===== src/verilog/pecs_pkg.sv =====
package pecs_pkg;

  // -----------------------------------------------------------------
  // Register numbers and APB byte addresses
  // -----------------------------------------------------------------
  localparam logic [4:0]  PECS_IDX_BASIC     = 5'h00;   // Basic control, holds the reset bit.
  localparam logic [4:0]  PECS_IDX_EXT       = 5'h16;   // Extended control and status.
  localparam logic [11:0] PECS_ADDR_IRQ_STAT = 12'h080; // Sticky event status, read only.
  localparam logic [11:0] PECS_ADDR_IRQ_CLR  = 12'h084; // Write one to clear, write only.
  localparam logic [11:0] PECS_ADDR_IRQ_EN   = 12'h088; // Interrupt enable.

  // -----------------------------------------------------------------
  // Field positions
  // -----------------------------------------------------------------
  localparam int PECS_BIT_SWRST  = 15; // Software reset in basic control.
  localparam int PECS_BIT_BYPASS = 15;
  localparam int PECS_BIT_SQE    = 13;
  localparam int PECS_BIT_SQL    = 10; // Low bit of the two-bit squelch field.
  localparam int PECS_BIT_STKEN  = 9;
  localparam int PECS_BIT_EOF    = 8;
  localparam int PECS_BIT_DISC   = 7;
  localparam int PECS_BIT_LINK   = 6;
  localparam int PECS_BIT_BCAST  = 0;
  localparam int PECS_IRQ_EOF    = 0; // Event bits of the interrupt registers.
  localparam int PECS_IRQ_DISC   = 1;

  // -----------------------------------------------------------------
  // Types and values after reset
  // -----------------------------------------------------------------
  typedef enum logic [1:0] {
    PECS_SQL_NORMAL = 2'b00,
    PECS_SQL_LOW    = 2'b01,
    PECS_SQL_HIGH   = 2'b10,
    PECS_SQL_RSVD   = 2'b11
  } pecs_sql_e;

  localparam logic      PECS_RST_BYPASS = 1'b0;
  localparam logic      PECS_RST_SQE    = 1'b1;
  localparam pecs_sql_e PECS_RST_SQL    = PECS_SQL_NORMAL;
  localparam logic      PECS_RST_STKEN  = 1'b1;
  localparam logic      PECS_RST_BCAST  = 1'b0;
  localparam logic [1:0] PECS_RST_IRQ   = 2'h0;

endpackage


===== src/verilog/pecs_ext_ctrl.sv =====
// Operation
// - Bypass bit set forces link pass, skipping the link integrity machine.
// - Squelch field picks normal, lowered or raised 10BASE-T receive threshold.
// - Squelch field is read/write sticky; code 11 is reserved, never programmed.
// - Sticky-reset-enable set: sticky bits keep values across software reset.
// - Sticky-reset-enable clear: software reset returns sticky bits to defaults.
// - Super-sticky bits survive software reset whatever the enable says.
// - Sticky-reset-enable is itself read/write super-sticky.
// - Broadcast enabled: every management write is copied to all PHYs.
// - Broadcast cleared: writes reach only the addressed PHY again.
// - Reads under broadcast still return only the addressed PHY contents.
// - Broadcast enable is read/write sticky, default zero.
// - End-of-frame error sets a read-only self-clearing flag, default zero.
// - 10BASE-T disconnect sets a read-only self-clearing flag, default zero.
// - Read-only bit shows one while the 10BASE-T link is active.
// - Sticky control bit set disables the 10BASE-T SQE test.
//
// Local design decision: the APB register port.
`timescale 1ns/1ps
`default_nettype none

module pecs_ext_ctrl
  import pecs_pkg::*;
(
  input  wire logic        clk_sys,     // 250 MHz system clock.
  input  wire logic        rstn,        // Asynchronous hardware reset, active low.
  input  wire logic        psel,        // APB select.
  input  wire logic        penable,     // APB access phase.
  input  wire logic        pwrite,      // APB direction, high for write.
  input  wire logic [11:0] paddr,       // APB byte address.
  input  wire logic [31:0] pwdata,      // APB write data.
  output logic      [31:0] prdata,      // APB read data, registered.
  output logic             pready,      // APB ready.
  output logic             pslverr,     // APB error on unmapped address.
  input  wire logic        bc_in_valid, // Broadcast write from a sibling PHY.
  input  wire logic [4:0]  bc_in_reg,   // Its register number.
  input  wire logic [15:0] bc_in_data,  // Its data.
  output logic             bc_wr_valid, // Broadcast write to sibling PHYs.
  output logic      [4:0]  bc_wr_reg,   // Register number of that write.
  output logic      [15:0] bc_wr_data,  // Data of that write.
  input  wire logic        lism_pass,   // Link integrity machine result.
  input  wire logic        tenbt_link,  // Live 10BASE-T link indicator.
  input  wire logic        eof_err,     // End-of-frame error event pulse.
  input  wire logic        tenbt_disc,  // 10BASE-T disconnect event pulse.
  output logic             link_pass,   // Link pass status to the port.
  output logic      [1:0]  squelch_sel, // Receive squelch threshold select.
  output logic             sqe_off,     // SQE test disabled.
  output logic             soft_reset,  // Software reset pulse to the port.
  output logic             irq          // Level interrupt.
);

  // ---------------------------------------------------------------
  // Address decoding helpers
  // ---------------------------------------------------------------

  // True when the address falls in the management register space.
  function automatic logic is_mgmt(input logic [11:0] a);
    is_mgmt = (a[11:7] == 5'h00) && (a[1:0] == 2'b00);
  endfunction

  // Register number held by a management-space address.
  function automatic logic [4:0] reg_of(input logic [11:0] a);
    reg_of = a[6:2];
  endfunction

  // ---------------------------------------------------------------
  // Control and status state
  // ---------------------------------------------------------------
  logic            bypass;
  pecs_sql_e       squelch;
  logic            sqe_dis;
  logic            stky_en;
  logic            bcast_en;
  logic            eof_flag;
  logic            disc_flag;
  logic      [1:0] irq_stat;
  logic      [1:0] irq_en;

  // ---------------------------------------------------------------
  // APB decode
  // ---------------------------------------------------------------
  logic            acc;
  logic            setup;
  logic            hit;
  logic            apb_wr;
  logic            apb_rd;
  logic            eff_wr;
  logic      [4:0] eff_reg;
  logic     [15:0] eff_data;
  logic            wr_ext;
  logic            rd_ext;
  logic            swrst;
  logic     [31:0] next_rdata;

  // Zero-wait slave: read data is captured in the setup cycle, writes act in the access cycle.
  assign acc     = psel & penable;
  assign setup   = psel & ~penable;
  assign hit     = is_mgmt(paddr) || (paddr == PECS_ADDR_IRQ_STAT)
                   || (paddr == PECS_ADDR_IRQ_CLR) || (paddr == PECS_ADDR_IRQ_EN);
  assign pready  = 1'b1;
  assign pslverr = acc & ~hit;
  assign apb_wr  = acc & pwrite & hit;
  assign apb_rd  = acc & ~pwrite & hit;

  // Local writes win over a sibling's broadcast in the same cycle.
  assign eff_wr   = (apb_wr & is_mgmt(paddr)) | bc_in_valid;
  assign eff_reg  = (apb_wr & is_mgmt(paddr)) ? reg_of(paddr) : bc_in_reg;
  assign eff_data = (apb_wr & is_mgmt(paddr)) ? pwdata[15:0] : bc_in_data;
  assign wr_ext   = eff_wr && (eff_reg == PECS_IDX_EXT);
  assign swrst    = eff_wr && (eff_reg == PECS_IDX_BASIC)
                    && eff_data[PECS_BIT_SWRST];
  assign rd_ext   = apb_rd && is_mgmt(paddr) && (reg_of(paddr) == PECS_IDX_EXT);

  // Read mux; only this PHY's own state is ever returned.
  always_comb begin
    next_rdata = 32'h0000_0000;
    if (is_mgmt(paddr) && (reg_of(paddr) == PECS_IDX_EXT)) begin
      next_rdata[PECS_BIT_BYPASS]         = bypass;
      next_rdata[PECS_BIT_SQE]            = sqe_dis;
      next_rdata[PECS_BIT_SQL+1:PECS_BIT_SQL] = squelch;
      next_rdata[PECS_BIT_STKEN]          = stky_en;
      next_rdata[PECS_BIT_EOF]            = eof_flag;
      next_rdata[PECS_BIT_DISC]           = disc_flag;
      next_rdata[PECS_BIT_LINK]           = tenbt_link;
      next_rdata[PECS_BIT_BCAST]          = bcast_en;
    end else if (paddr == PECS_ADDR_IRQ_STAT) begin
      next_rdata[1:0] = irq_stat;
    end else if (paddr == PECS_ADDR_IRQ_EN) begin
      next_rdata[1:0] = irq_en;
    end
  end

  // Read data register, loaded in the setup cycle.
  always_ff @(posedge clk_sys or negedge rstn) begin
    if (!rstn) begin
      prdata <= 32'h0000_0000;
    end else if (setup) begin
      prdata <= next_rdata;
    end
  end

  // The live link bit reaches the read data as it stood in the setup cycle.
  a_link_read: assert property (@(posedge clk_sys) disable iff (!rstn)
    setup && is_mgmt(paddr) && (reg_of(paddr) == PECS_IDX_EXT)
    |=> (prdata[PECS_BIT_LINK] == $past(tenbt_link)))
    else $error("Read data did not carry the live link bit.");

  // ---------------------------------------------------------------
  // Sticky controls
  // ---------------------------------------------------------------

  // Sticky bits fall back to defaults on software reset unless kept.
  always_ff @(posedge clk_sys or negedge rstn) begin
    if (!rstn) begin
      bypass   <= PECS_RST_BYPASS;
      squelch  <= PECS_RST_SQL;
      sqe_dis  <= PECS_RST_SQE;
      bcast_en <= PECS_RST_BCAST;
    end else if (swrst && !stky_en) begin
      bypass   <= PECS_RST_BYPASS;
      squelch  <= PECS_RST_SQL;
      sqe_dis  <= PECS_RST_SQE;
      bcast_en <= PECS_RST_BCAST;
    end else if (wr_ext) begin
      bypass   <= eff_data[PECS_BIT_BYPASS];
      sqe_dis  <= eff_data[PECS_BIT_SQE];
      bcast_en <= eff_data[PECS_BIT_BCAST];
      // The reserved squelch code is refused and the old choice stands.
      if (eff_data[PECS_BIT_SQL+1:PECS_BIT_SQL] != PECS_SQL_RSVD) begin
        squelch <= pecs_sql_e'(eff_data[PECS_BIT_SQL+1:PECS_BIT_SQL]);
      end
    end
  end

  // A write to the extended register always lands in the SQE disable and broadcast enable bits.
  a_sqe_write: assert property (@(posedge clk_sys) disable iff (!rstn)
    wr_ext
    |=> (sqe_dis == $past(eff_data[PECS_BIT_SQE])))
    else $error("SQE disable bit did not take the written value.");

  a_bcast_write: assert property (@(posedge clk_sys) disable iff (!rstn)
    wr_ext
    |=> (bcast_en == $past(eff_data[PECS_BIT_BCAST])))
    else $error("Broadcast enable did not take the written value.");

  // Super-sticky enable: only hardware reset or a write changes it.
  always_ff @(posedge clk_sys or negedge rstn) begin
    if (!rstn) begin
      stky_en <= PECS_RST_STKEN;
    end else if (wr_ext) begin
      stky_en <= eff_data[PECS_BIT_STKEN];
    end
  end

  // The super-sticky enable is still an ordinary read/write bit.
  a_stky_write: assert property (@(posedge clk_sys) disable iff (!rstn)
    wr_ext
    |=> (stky_en == $past(eff_data[PECS_BIT_STKEN])))
    else $error("Sticky reset enable did not take the written value.");

  // ---------------------------------------------------------------
  // Port-facing outputs
  // ---------------------------------------------------------------

  // Registered controls toward the media logic.
  always_ff @(posedge clk_sys or negedge rstn) begin
    if (!rstn) begin
      link_pass   <= 1'b0;
      squelch_sel <= PECS_RST_SQL;
      sqe_off     <= PECS_RST_SQE;
      soft_reset  <= 1'b0;
    end else begin
      link_pass   <= bypass | lism_pass;
      squelch_sel <= squelch;
      sqe_off     <= sqe_dis;
      soft_reset  <= swrst;
    end
  end

  // The media logic never sees the reserved squelch code, and every reset write pulses.
  a_squelch_legal: assert property (@(posedge clk_sys) disable iff (!rstn)
    squelch_sel != PECS_SQL_RSVD)
    else $error("Reserved squelch code reached the receiver.");

  a_srst_pulse: assert property (@(posedge clk_sys) disable iff (!rstn)
    swrst |=> soft_reset)
    else $error("Software reset write gave no reset pulse.");

  // Local management-space writes are repeated to the siblings while broadcast is on.
  always_ff @(posedge clk_sys or negedge rstn) begin
    if (!rstn) begin
      bc_wr_valid <= 1'b0;
      bc_wr_reg   <= 5'h00;
      bc_wr_data  <= 16'h0000;
    end else begin
      bc_wr_valid <= apb_wr & is_mgmt(paddr) & bcast_en;
      if (apb_wr & is_mgmt(paddr)) begin
        bc_wr_reg  <= reg_of(paddr);
        bc_wr_data <= pwdata[15:0];
      end
    end
  end

  // ---------------------------------------------------------------
  // Self-clearing flags
  // ---------------------------------------------------------------

  // A read clears the flags, but an event in that cycle wins.
  always_ff @(posedge clk_sys or negedge rstn) begin
    if (!rstn) begin
      eof_flag  <= 1'b0;
      disc_flag <= 1'b0;
    end else begin
      eof_flag  <= eof_err | (eof_flag & ~rd_ext);
      disc_flag <= tenbt_disc | (disc_flag & ~rd_ext);
    end
  end

  // A disconnect always shows in the flag, even when a read clears it at once.
  a_disc_set: assert property (@(posedge clk_sys) disable iff (!rstn)
    tenbt_disc |=> disc_flag)
    else $error("Disconnect flag not set after event.");

  // ---------------------------------------------------------------
  // Interrupts
  // ---------------------------------------------------------------
  logic            wr_clr;
  logic            wr_en;
  logic      [1:0] evt;

  assign wr_clr = apb_wr && (paddr == PECS_ADDR_IRQ_CLR);
  assign wr_en  = apb_wr && (paddr == PECS_ADDR_IRQ_EN);
  assign evt    = {tenbt_disc, eof_err};

  // Sticky status; a new event beats a clear in the same cycle.
  always_ff @(posedge clk_sys or negedge rstn) begin
    if (!rstn) begin
      irq_stat <= PECS_RST_IRQ;
    end else begin
      irq_stat <= evt | (irq_stat & ~(wr_clr ? pwdata[1:0] : 2'b00));
    end
  end

  // Enable register and the interrupt level.
  always_ff @(posedge clk_sys or negedge rstn) begin
    if (!rstn) begin
      irq_en <= PECS_RST_IRQ;
      irq    <= 1'b0;
    end else begin
      if (wr_en) begin
        irq_en <= pwdata[1:0];
      end
      irq <= |(irq_stat & irq_en);
    end
  end

  // ---------------------------------------------------------------
  // Checks
  // ---------------------------------------------------------------

  a_squelch_rsvd: assert property (@(posedge clk_sys) disable iff (!rstn)
    wr_ext && !swrst && (eff_data[PECS_BIT_SQL+1:PECS_BIT_SQL] == 2'b11)
    |=> (squelch == $past(squelch)))
    else $error("Reserved squelch code was accepted.");

  a_bypass_pass: assert property (@(posedge clk_sys) disable iff (!rstn)
    bypass |=> link_pass)
    else $error("Bypass did not force link pass.");

  a_sticky_keep: assert property (@(posedge clk_sys) disable iff (!rstn)
    swrst && stky_en
    |=> (squelch == $past(squelch)) && (bcast_en == $past(bcast_en)))
    else $error("Sticky bits changed on a kept software reset.");

  a_sticky_dflt: assert property (@(posedge clk_sys) disable iff (!rstn)
    swrst && !stky_en
    |=> (squelch == PECS_RST_SQL) && (bcast_en == PECS_RST_BCAST) && sqe_dis)
    else $error("Sticky bits not defaulted on software reset.");

  a_super_stky: assert property (@(posedge clk_sys) disable iff (!rstn)
    swrst |=> $stable(stky_en))
    else $error("Software reset altered the sticky reset enable.");

  a_bcast_fwd: assert property (@(posedge clk_sys) disable iff (!rstn)
    apb_wr && is_mgmt(paddr) && bcast_en
    |=> bc_wr_valid && (bc_wr_data == $past(pwdata[15:0])))
    else $error("Write was not broadcast.");

  a_bcast_off: assert property (@(posedge clk_sys) disable iff (!rstn)
    !bcast_en |=> !bc_wr_valid)
    else $error("Broadcast issued while disabled.");

  a_eof_set: assert property (@(posedge clk_sys) disable iff (!rstn)
    eof_err |=> eof_flag ##1 (eof_flag || $past(rd_ext)))
    else $error("End-of-frame flag not held after event.");

  a_flag_clear: assert property (@(posedge clk_sys) disable iff (!rstn)
    rd_ext && !eof_err && !tenbt_disc |=> !eof_flag && !disc_flag)
    else $error("Flags did not clear after read.");

endmodule // pecs_ext_ctrl

`default_nettype wire


===== config.mk =====
export PLATFORM = sky130hd
export DESIGN_NAME = pecs_ext_ctrl
export DESIGN_NICKNAME = d
export VERILOG_FILES = /design/src/verilog/pecs_pkg.sv /design/src/verilog/pecs_ext_ctrl.sv
export SDC_FILE = /design/constraint.sdc
export NUM_CORES = 1
export LEC_CHECK = 0
export ABC_AREA = 1
export BUFFER_PORTS_ARGS = -buffer_cell sky130_fd_sc_hd__clkbuf_2
export CAP_MARGIN = 20
export CORE_ASPECT_RATIO = 1.1
export CORE_MARGIN = 2
export CORE_UTILIZATION = 40
export CTS_CLUSTER_DIAMETER = 80
export DETAILED_ROUTE_END_ITERATION = 6
export PLACE_DENSITY_LB_ADDON = 0.25
export SYNTH_ARGS = -nofsm -noshare
export SYNTH_HDL_FRONTEND = slang
export SYNTH_SLANG_ARGS = --single-unit

===== constraint.sdc =====
create_clock -name clk_sys -period 1 [get_ports clk_sys]
set_clock_uncertainty 0.15 [all_clocks]
set_input_delay 0.05 -clock clk_sys [delete_from_list [all_inputs] [get_ports clk_sys]]
set_output_delay 0.05 -clock clk_sys [all_outputs]
set_load 0.02 [all_outputs]

Word level (Yosys, flattened, before mapping)

Cells that the tools add are included.

Input port bits: 75
Register bits after elaboration: 50

Multiplexer cells: 19
Reduce and logical (&&, ||, !) cells: 21
Eq/ne operators: 6
Bitwise logic cells: 23

Operators with widths:

| kind                  | number |
|---|---|
| $eq A12 B8 Y1 const B | 3 |
| $mux W16              | 1 |
| $mux W2               | 6 |
| $and A1 B1 Y1         | 11 |
| $eq A5 B5 Y1 const B  | 2 |
| $logic_and A1 B1 Y1   | 10 |
| $logic_not A5 Y1      | 2 |
| $mux W1               | 10 |
| $mux W6               | 1 |
| $mux W5               | 1 |
| $and A2 B2 Y2         | 2 |
| $not A1 Y1            | 4 |
| $or A1 B1 Y1          | 4 |
| $reduce_bool A2 Y1    | 2 |
| $logic_or A1 B1 Y1    | 3 |
| $logic_not A2 Y1      | 1 |
| $ne A2 B2 Y1 const B  | 1 |
| $not A2 Y2            | 1 |
| $or A2 B2 Y2          | 1 |
| $reduce_and A2 Y1     | 1 |
| $reduce_or A2 Y1      | 1 |
| $logic_not A1 Y1      | 1 |

Depth between registers and ports, before layout

Gate-level depths: netlist (run 1).

Depth in word-level cells: 14
Gate-level depth with buffers: 13

Worst setup path after synthesis (run 1)

OpenSTA, ideal clock, no wires.

Path type: input to register
Start: input port paddr[8]
End: register bcast_en
Path buffers: 1
Stages on the path: 11
Data arrival time: 1.093 ns
Library setup time: 0.117 ns
Path slack: -0.360 ns
Cell sequence: nor2_1 nand2_2 inv_2 nand3_2 buf_6 nand2_1 o21ai_4 nor2_2 nand3b_2 nand2_1 nor2_1

Cells in the longest elaborated chain, start to end: 13
Elaborated cells between the ends (all ways): 22
Classes of those cells: eq/ne: 4; mux: 4; bitwise: 3; reduce/logical: 11

Ends and longest elaborated chain:

| element                                                               | RTL line                                                         | source |
|---|---|---|
| from (decl)                                                           | pecs_ext_ctrl.sv:30                                              | `input wire logic [11:0] paddr,` |
| parallel branches: the longest is 6 deep, another holds $eq A12 B8 Y1 | --                                                               |  |
| $and A1 B1 Y1 (*)                                                     | pecs_ext_ctrl.sv:106, pecs_ext_ctrl.sv:107, pecs_ext_ctrl.sv:108 |  |
| $mux W5                                                               | pecs_ext_ctrl.sv:107                                             | `assign eff_reg = (apb_wr & is_mgmt(paddr)) ? reg_of(paddr) : bc_in_reg;` |
| $logic_not A5 Y1                                                      | pecs_ext_ctrl.sv:110                                             | `assign swrst = eff_wr && (eff_reg == PECS_IDX_BASIC)` |
| $logic_and A1 B1 Y1                                                   | pecs_ext_ctrl.sv:110                                             |  |
| $logic_and A1 B1 Y1                                                   | pecs_ext_ctrl.sv:111                                             | `&& eff_data[PECS_BIT_SWRST];` |
| $logic_and A1 B1 Y1                                                   | pecs_ext_ctrl.sv:159                                             | `end else if (swrst && !stky_en) begin` |
| $mux W1 / $reduce_bool A2 Y1 (equally long branches)                  | --                                                               |  |
| to (signal assigned)                                                  | pecs_ext_ctrl.sv:167                                             | `bcast_en <= eff_data[PECS_BIT_BCAST];` |
| to (decl)                                                             | pecs_ext_ctrl.sv:73                                              | `logic bcast_en;` |

Every way passes the cells marked *. The select of a mux whose other input is x is not followed.
A chain may end at the register's enable or synchronous reset.

Worst setup path after layout (run 1)

Start: input port paddr[11]
End: register squelch[0]

Cells in the longest elaborated chain, start to end: 14
Elaborated cells between the ends (all ways): 26
Classes of those cells: eq/ne: 5; mux: 5; bitwise: 3; reduce/logical: 13

Ends and longest elaborated chain:

| element                                                               | RTL line                                                         | source |
|---|---|---|
| parallel branches: the longest is 6 deep, another holds $eq A12 B8 Y1 | --                                                               |  |
| $and A1 B1 Y1 (*)                                                     | pecs_ext_ctrl.sv:106, pecs_ext_ctrl.sv:107, pecs_ext_ctrl.sv:108 |  |
| $mux W5                                                               | pecs_ext_ctrl.sv:107                                             |  |
| $logic_not A5 Y1                                                      | pecs_ext_ctrl.sv:110                                             |  |
| $logic_and A1 B1 Y1                                                   | pecs_ext_ctrl.sv:110                                             |  |
| $logic_and A1 B1 Y1                                                   | pecs_ext_ctrl.sv:111                                             |  |
| $logic_and A1 B1 Y1                                                   | pecs_ext_ctrl.sv:159                                             |  |
| $reduce_bool A2 Y1 (no source line)                                   | --                                                               |  |
| $reduce_and A2 Y1 (no source line)                                    | --                                                               |  |
| to (signal assigned)                                                  | pecs_ext_ctrl.sv:170                                             | `squelch <= pecs_sql_e'(eff_data[PECS_BIT_SQL+1:PECS_BIT_SQL]);` |
| to (decl)                                                             | pecs_ext_ctrl.sv:70                                              | `pecs_sql_e squelch;` |

Marks and branches as above.

==> key figures, run 1 <==
STA
  – Setup repair after global routing missed its margin: true
  – Max Fclk: 0.789 GHz
  – Final period util: 1.27
  – Worst hold slack after final layout: -142 ps
  – Worst Slack Setup Final: -268 ps
  – Post-Route Setup TNS: -6220 ps
  – Final Slew Violations: 0
  – Min Clock Period, post-route: between 1000 and 1500 ps
  – Setup violations, final: between 80 and 90
  – Number of hold violations in the final report: 6

Clock tree
  – Number of buffers created by CTS: 5
  – CTS H-Tree Depth: 2
  – Cell at the root of the clock tree: sky130_fd_sc_hd__clkbuf_8
  – Clock tree from TritonCTS: done
  – Clk pin slew, worst setup/hold paths: 100 ps
  – Clock net sink count: 50
  – Max Root-Sink Buffers: 2
  – Hold-fix buffers at CTS: 20
  – Worst-skew pair later-pin latency: ~310 ps

Global route
  – Total routing resource utilization after global routing: 0.194
  – Wire length of the first global-routing pass: 10.5 mm
  – Number of antenna violations at the first check in global routing: 0
  – Via count of the first global-routing pass: 2353
  – Sum of overflow across all layers after global routing: 0
  – Largest net degree at the start of global routing: between 50 and 60

Drt
  – Number of DRC markers in iteration 0: 80
  – Vias: ~2.6k
  – Drt via density: approximately 4.7
  – Average wire per cell in the routed design: ~14 µm
  – Number of detailed-routing iterations run before antenna repair: 4
  – Residual DRC count: 0
  – Detailed Route WL: 8.12 mm
  – Remaining number of nets flagged by the antenna check after routing: 0

Worst setup path
  – Arrival time reported for the critical path endpoint: between 1000 and 1500 ps
  – Kind of critical path: primary input to register
  – Element type at the critical path start: primary input
  – Critical Path Sink Type: register
  – Data required time at the worst endpoint: 1050 ps
  – Highest net fanout along the worst path: 5

Synthesis
  – Library cells used by synthesis: 34
  – Register bit count reported by yosys: 50
  – Count of mapped cells out of synthesis: 295
  – Per-instance average area after synthesis: about 8.4 µm²
  – Sequential element share of the synthesized area: 0.504
  – Warnings from Yosys: 0
  – Mapped cell area: around 2500 µm²

Floorplan
  – Placeable Area: approximately 6000 µm²
  – Starting density of the core: 0.409
  – Rows: 30
  – Total I/O pin count: roughly 140
  – Die Width: slightly below 80 µm
  – Die Outline Area: roughly 7000 µm²
  – Die extent in y: ~87 µm

Pwr
  – Proportion of power drawn by flip-flops and latches: 0.474
  – Power density over the cells: ~1000 nW/µm²
  – Switching share of total power: 0.284
  – Clock power frac: 0.310
  – VDD IR-drop max: between 0.7 and 0.8 mV
  – Logic gate share of total power: 0.215
  – Switching power: around 1.3 mW
  – Internal power component: 3.39 mW
  – Leakage component of the power: 2.51 nW

Status
  – Violated checks: negative hold slack, negative setup slack
  – Outcome: finished with violations

Worst hold path
  – Class of the most critical hold timing path: primary input to register

Flow run
  – Maximum Capacitance Violations: 0

Finish
  – # diodes: 0
  – Number of flip-flops in the largest register: 16
  – Fraction of final layout cells with drive strength greater than 1: 0.509
  – Area growth from synthesis to layout: 84.5%
  – Finished Cell Area: around 4600 µm²
  – Layout Nets: 555

Placed design
  – Count of input and output buffers: between 80 and 90
  – Routability cong.: between 0.8 and 0.9
  – Detailed placer's ending HPWL: roughly 4.5 mm
  – Post-Place Cell Area: approximately 3300 µm²
[layout make-up]
class / instances / area (µm²)
Clock buffer: 5 / 68.8
Clock inverter: 3 / 43.8
Fill cell: 394 / 1490
Inverter: 27 / 106
Multi-Input combinational cell: 211 / 1320
Sequential cell: 50 / 1250
Tap cell: 80 / 100
Timing Repair Buffer: 185 / 1700
[power groups by stage]
stage	Combinational, mW	Clock, mW	Sequential [mW]
floorplan	0.376	0	2.33
global placement	0.699	0	2.26
detailed placement	0.704	0	2.26
CTS	0.836	1.49	2.22
global route	1.09	1.59	2.26
finish	1.02	1.47	2.25
[metal layers]
metal / wire, µm / up-vias / track usage
li1: - / 1251 / -
met1: 3010 / 1277 / 0.237
met2: 4620 / 90 / 0.353
met3: 358 / 13 / 0.0281
met4: 129 / 0 / 0.0627
met5: 0 / - / 0
[worst max-delay path: stages]
cell                        delay [ps]
sky130_fd_sc_hd__buf_6              90
sky130_fd_sc_hd__nor2_4            110
sky130_fd_sc_hd__nand2_4            80
sky130_fd_sc_hd__inv_4              70
sky130_fd_sc_hd__nand3_4           110
sky130_fd_sc_hd__clkbuf_16         170
sky130_fd_sc_hd__nand2_2            90
sky130_fd_sc_hd__o21ai_4           100
sky130_fd_sc_hd__nor2_2            170
sky130_fd_sc_hd__nand3b_4          130
sky130_fd_sc_hd__nand2_1           100
sky130_fd_sc_hd__nor2_1             50
[stage by stage]
stage	setup slack [ps]	hold WS [ps]	util	cells	power [mW]
after floorplan	-299	-396	-	316	2.71
after global placement	-541	-87.1	0.536	488	2.96
after detailed placement	-587	-81.6	0.536	488	2.97
after CTS	-196	-135	0.648	533	4.55
after global routing	-327	-149	0.755	561	4.94
final	-268	-142	0.755	561	4.73
[kinds of logic after synthesis]
family | after synthesis | synth area share
buf+inv | 56 | 0.126
simple gates | 165 | 0.310
flops | 50 | 0.504
other cells | 2 | 0.00302
compound gates | 22 | 0.0578
[synth_stat cells, drive strengths merged]
cell | n | area (µm²)
nor4 | 3 | 18.8
a22o | 1 | 8.76
nor3b | 1 | 7.51
o31ai | 4 | 30.0
nand2 | 115 | 449
nand4 | 1 | 6.26
dfstp | 3 | 78.8
nor3 | 2 | 10.0
a21oi | 1 | 5.00
a21o | 1 | 7.51
a311oi | 1 | 8.76
nand3 | 14 | 92.6
nor2 | 21 | 124
dfrtp | 47 | 1180
or2 | 1 | 6.26
nand3b | 7 | 56.3
inv | 27 | 101
o21ai | 13 | 76.3
o211ai | 1 | 7.51
conb | 2 | 7.51
clkbuf | 3 | 11.3
buf | 26 | 200
[path summary, 6_finish.rpt]
| path | slack (ps) | cells past startpoint | start | to |
|---|---|---|---|---|
| max | -270 | 12 | paddr[11] | squelch[0] |
| min | -140 | 3 | pwdata[10] | bc_wr_data[10] |
| max reg2reg | -110 | 3 | stky_en | squelch[0] |
| min reg2reg | 230 | 0 | sqe_dis | sqe_off |
| max in group asynchronous | 270 | 3 | rstn | sqe_dis |
| min in group asynchronous | 130 | 3 | rstn | bc_wr_data[8] |
[cells in the final DEF (no fill, tap or decap), types with 2 or more instances in the layout]
| master | instances |
|---|---|
| sky130_fd_sc_hd__conb_1 | 23 |
| sky130_fd_sc_hd__dfstp_2 | 3 |
| sky130_fd_sc_hd__nor2_1 | 8 |
| sky130_fd_sc_hd__nand3_2 | 7 |
| sky130_fd_sc_hd__nand3_4 | 4 |
| sky130_fd_sc_hd__buf_6 | 47 |
| sky130_fd_sc_hd__inv_1 | 22 |
| sky130_fd_sc_hd__inv_4 | 2 |
| sky130_fd_sc_hd__nor2_4 | 9 |
| sky130_fd_sc_hd__nor2_8 | 2 |
| sky130_fd_sc_hd__buf_12 | 5 |
| sky130_fd_sc_hd__nand3_1 | 3 |
| sky130_fd_sc_hd__nand2_2 | 17 |
| sky130_fd_sc_hd__buf_4 | 58 |
| sky130_fd_sc_hd__clkbuf_2 | 39 |
| sky130_fd_sc_hd__nand3b_1 | 6 |
| sky130_fd_sc_hd__clkbuf_8 | 16 |
| sky130_fd_sc_hd__inv_2 | 3 |
| sky130_fd_sc_hd__dlygate4sd3_1 | 20 |
| sky130_fd_sc_hd__o21ai_2 | 4 |
| sky130_fd_sc_hd__nor2_2 | 2 |
| sky130_fd_sc_hd__o21ai_1 | 7 |
| sky130_fd_sc_hd__nand2_1 | 92 |
| sky130_fd_sc_hd__o21ai_0 | 2 |
| sky130_fd_sc_hd__dfrtp_1 | 47 |
| sky130_fd_sc_hd__buf_8 | 4 |
| sky130_fd_sc_hd__nor4_4 | 2 |
| sky130_fd_sc_hd__nand2_4 | 6 |
| sky130_fd_sc_hd__o31ai_4 | 2 |
[what timing repair did]
item,CTS,global route
endpoints found under the setup margin,69,79
pin swaps,11,32
cloned,0,2
buffers inserted,17,27
endpoints found under the hold margin,78,5
resized for setup,53,158
Note: power is estimated with default switching activity, not from simulation.
==> inputs of run 2 (changes only) <==
Settings changed: CORE_UTILIZATION 40 to 42, CTS_BUF_LIST set to sky130_fd_sc_hd__clkbuf_4 sky130_fd_sc_hd__clkbuf_8.
==> run 2 against run 1 <==
  * The flow still finishes with violations (negative hold slack, negative setup slack)
  * Clock-buffer cell count rose by 1
  * Fmax fell by 0.37%
  * Register-to-register slack barely moved
  * Sequential share of layout area rose by 2.5 points
  * Routed wire length fell by 9.6%
  * Power fell by 2.1%
  * Combinational power fell by 9%
  * First-iteration DRC count rose by 56%
  * Non-clock buffer count fell by 22
  * Via count fell by 7.1%
  * Sequential power barely moved
==> key figures, run 2 (synthesized netlist as in run 1, its figures left out) <==
Pwr
  – Leakage component of the power: 2.34 nW (was 2.51 nW)
  – VDD IR-drop max: 0.590 mV (was 0.705 mV)
  – Total chip power: 4.63 mW (was 4.73 mW)
  – Power density over the cells: 1100 nW/µm² (was 1030 nW/µm²)

Clock tree
  – Max Root-Sink Buffers: 2 (unchanged)
  – Clock net sink count: 50 (unchanged)
  – Clk pin slew, worst setup/hold paths: 90 ps (was 100 ps)
  – Number of buffers created by CTS: 5 (unchanged)
  – CTS H-Tree Depth: 2 (unchanged)
  – Worst-skew pair later-pin latency: 310 ps (about the same)
  – Cell at the root of the clock tree: sky130_fd_sc_hd__clkbuf_8 (unchanged)
  – Hold-fix buffers at CTS: 20 (unchanged)
  – Clock tree from TritonCTS: done (unchanged)

Global route
  – Wire length of the first global-routing pass: 10.6 mm (was 10.5 mm)
  – Number of antenna violations at the first check in global routing: 0 (unchanged)
  – Sum of overflow across all layers after global routing: 0 (unchanged)
  – Via count of the first global-routing pass: 2355 (was 2353)
  – Largest net degree at the start of global routing: 51 (unchanged)
  – Total routing resource utilization after global routing: 0.205 (was 0.194)

STA
  – Setup violations, final: 72 (was 81)
  – Actual slew at the worst max-slew pin: about 550 ps
  – Max Fclk: 0.786 GHz (was 0.789 GHz)
  – Final period util: 1.27 (about the same)
  – Min Clock Period, post-route: 1270 ps (about the same)
  – Post-Route Setup TNS: -6330 ps (was -6220 ps)
  – Worst Slack Setup Final: -273 ps (was -268 ps)
  – Max transition margin: 0.630
  – Worst hold slack after final layout: -110 ps (was -142 ps)
  – Number of hold violations in the final report: 5 (was 6)
  – Final Slew Violations: 0 (unchanged)
  – Setup repair after global routing missed its margin: true (unchanged)

Drt
  – Detailed Route WL: 7.34 mm (was 8.12 mm)
  – Number of DRC markers in iteration 0: 125 (was 80)
  – Remaining number of nets flagged by the antenna check after routing: 0 (unchanged)
  – Number of detailed-routing iterations run before antenna repair: 4 (unchanged)
  – Vias: 2443 (was 2631)
  – Drt via density: 4.57 (was 4.69)
  – Average wire per cell in the routed design: 13.7 µm (was 14.5 µm)
  – Residual DRC count: 0 (unchanged)

Worst setup path
  – Startpoint of the most critical setup path: paddr[11] (unchanged)
  – Launch instance of the worst register-to-register path: stky_en (unchanged)
  – Setup slack of the most critical reg-to-reg path: -110 ps (about the same)
  – R2R cell count: 3 (unchanged)
  – Critical Path Sink Type: register (unchanged)
  – Data required time at the worst endpoint: 1050 ps (about the same)
  – Kind of critical path: primary input to register (unchanged)
  – Arrival time reported for the critical path endpoint: 1320 ps (about the same)
  – Reg2reg end: bcast_en (was squelch[0])
  – Setup crit end: bcast_en (was squelch[0])
  – Highest net fanout along the worst path: 7 (was 5)
  – Element type at the critical path start: primary input (unchanged)

Worst hold path
  – Hold-critical path depth: 5 (was 3)
  – Class of the most critical hold timing path: primary input to register (unchanged)

Status
  – Violated checks: negative hold slack, negative setup slack (unchanged)
  – Outcome: finished with violations (unchanged)

Finish
  – Layout Nets: 533 (was 555)
  – Area of the multi-input gates: 1220 µm² (was 1320 µm²)
  – Fraction of final layout cells with drive strength greater than 1: 0.448 (was 0.509)
  – Area growth from synthesis to layout: 68.8% (was 84.5%)
  – Fill cell instance count of the final layout: 416 (was 394)
  – Leading cell types in the layout, fill and taps excluded: 100 x sky130_fd_sc_hd__nand2_1, 48 x sky130_fd_sc_hd__buf_4, 47 x sky130_fd_sc_hd__dfrtp_1 (was 92 x sky130_fd_sc_hd__nand2_1, 58 x sky130_fd_sc_hd__buf_4, 47 x sky130_fd_sc_hd__dfrtp_1, 47 x sky130_fd_sc_hd__buf_6, 39 x sky130_fd_sc_hd__clkbuf_2)
  – Finished Cell Area: 4200 µm² (was 4590 µm²)
  – Sequential cell area: 1250 µm² (unchanged)
  – Number of flip-flops in the largest register: 16 (unchanged)
  – Most frequent standard cell in the layout excluding fill and tap cells: sky130_fd_sc_hd__nand2_1 (unchanged)
  – # diodes: 0 (unchanged)

Flow run
  – Maximum Capacitance Violations: 0 (unchanged)

Placed design
  – Post-Place Cell Area: 3220 µm² (was 3260 µm²)
  – Routability cong.: 0.846 (was 0.844)
  – Detailed placer's ending HPWL: 4.38 mm (was 4.51 mm)
  – Setup Slack @ Placement: -550 ps (was -587 ps)
  – Count of input and output buffers: 87 (unchanged)

Floorplan
  – Die Width: 77.4 µm (was 79.2 µm)
  – Die Outline Area: 6560 µm² (was 6870 µm²)
  – Placeable Area: 5730 µm² (was 6080 µm²)
  – Rows: 29 (was 30)
  – Die extent in y: 84.8 µm (was 86.8 µm)
  – Starting density of the core: 0.434 (was 0.409)
  – Total I/O pin count: 137 (unchanged)
## run 2: cell count changes in the layout (fill, tap and decap cells not counted), moves of 6 or more
cell	change
sky130_fd_sc_hd__buf_6	-13
sky130_fd_sc_hd__buf_4	-10
sky130_fd_sc_hd__nand2_1	+8
sky130_fd_sc_hd__nand2_2	-8
sky130_fd_sc_hd__clkbuf_2	+6
sky130_fd_sc_hd__o21ai_0	+6
## run 2: worst min path at each step
stage	from	to	slack [ps]
detailed placement	rstn	bc_wr_data[8]	-80
CTS	pwdata[11]	bc_wr_data[11]	-100
global route	pwdata[11]	bc_wr_data[11]	-80
floorplan	rstn	bc_wr_data[0]	-400
global placement	rstn	bc_wr_data[8]	-90
finish	pwdata[11]	bc_wr_data[11]	-110
## run 2: timing repair
item | CTS | global route
cloned | 0 | 3
hold endpoints to repair | 77 | 4
pin swaps | 6 | 15
endpoints found under the setup margin | 69 | 76
gates resized for setup | 34 | 116
setup buffers | 13 | 10
## run 2: report_power, final
group | switching [mW] | leakage [nW] | internal [mW]
combinational | 0.513 | 1.63 | 0.412
clock | 0.659 | 0.0573 | 0.801
sequential | 0.0847 | 0.647 | 2.16
## run 2: layer usage
| layer | part of all wire | vias to the layer above | global-route usage |
|---|---|---|---|
| met2 | 0.56 | 73 | 0.371 |
| met1 | 0.38 | 1156 | 0.244 |
| met5 | 0 | - | 0 |
| met4 | 0.015 | 0 | 0.0714 |
| met3 | 0.045 | 11 | 0.0355 |
| li1 | - | 1203 | - |
## run 2: worst max-delay path, cell delays in order
cell and delay (ps):
sky130_fd_sc_hd__buf_6 100, sky130_fd_sc_hd__nor2_4 110, sky130_fd_sc_hd__nand2_4 70, sky130_fd_sc_hd__nor2_4 240, sky130_fd_sc_hd__buf_6 140, sky130_fd_sc_hd__nand3b_1 60
sky130_fd_sc_hd__nand2_1 90, sky130_fd_sc_hd__nand2_2 70, sky130_fd_sc_hd__nor2_2 120, sky130_fd_sc_hd__nand3b_4 120, sky130_fd_sc_hd__nand2_1 100, sky130_fd_sc_hd__nor2_1 50
## run 2: cell type report
type                    count  share of cell area
well taps                  77              0.0229
inverters                  27              0.0241
repair buffers            163               0.337
flip-flops and latches     50               0.299
clock buffers               6              0.0196
multi-input cells         211               0.291
clock inverters             1             0.00714
## run 2: metrics by stage
| stage | instances | utilization |
|---|---|---|
| global route | 535 | 0.733 |
| finish | 535 | 0.733 |
| global placement | 482 | 0.562 |
| detailed placement | 482 | 0.562 |
| CTS | 522 | 0.660 |
| floorplan | 316 | - |
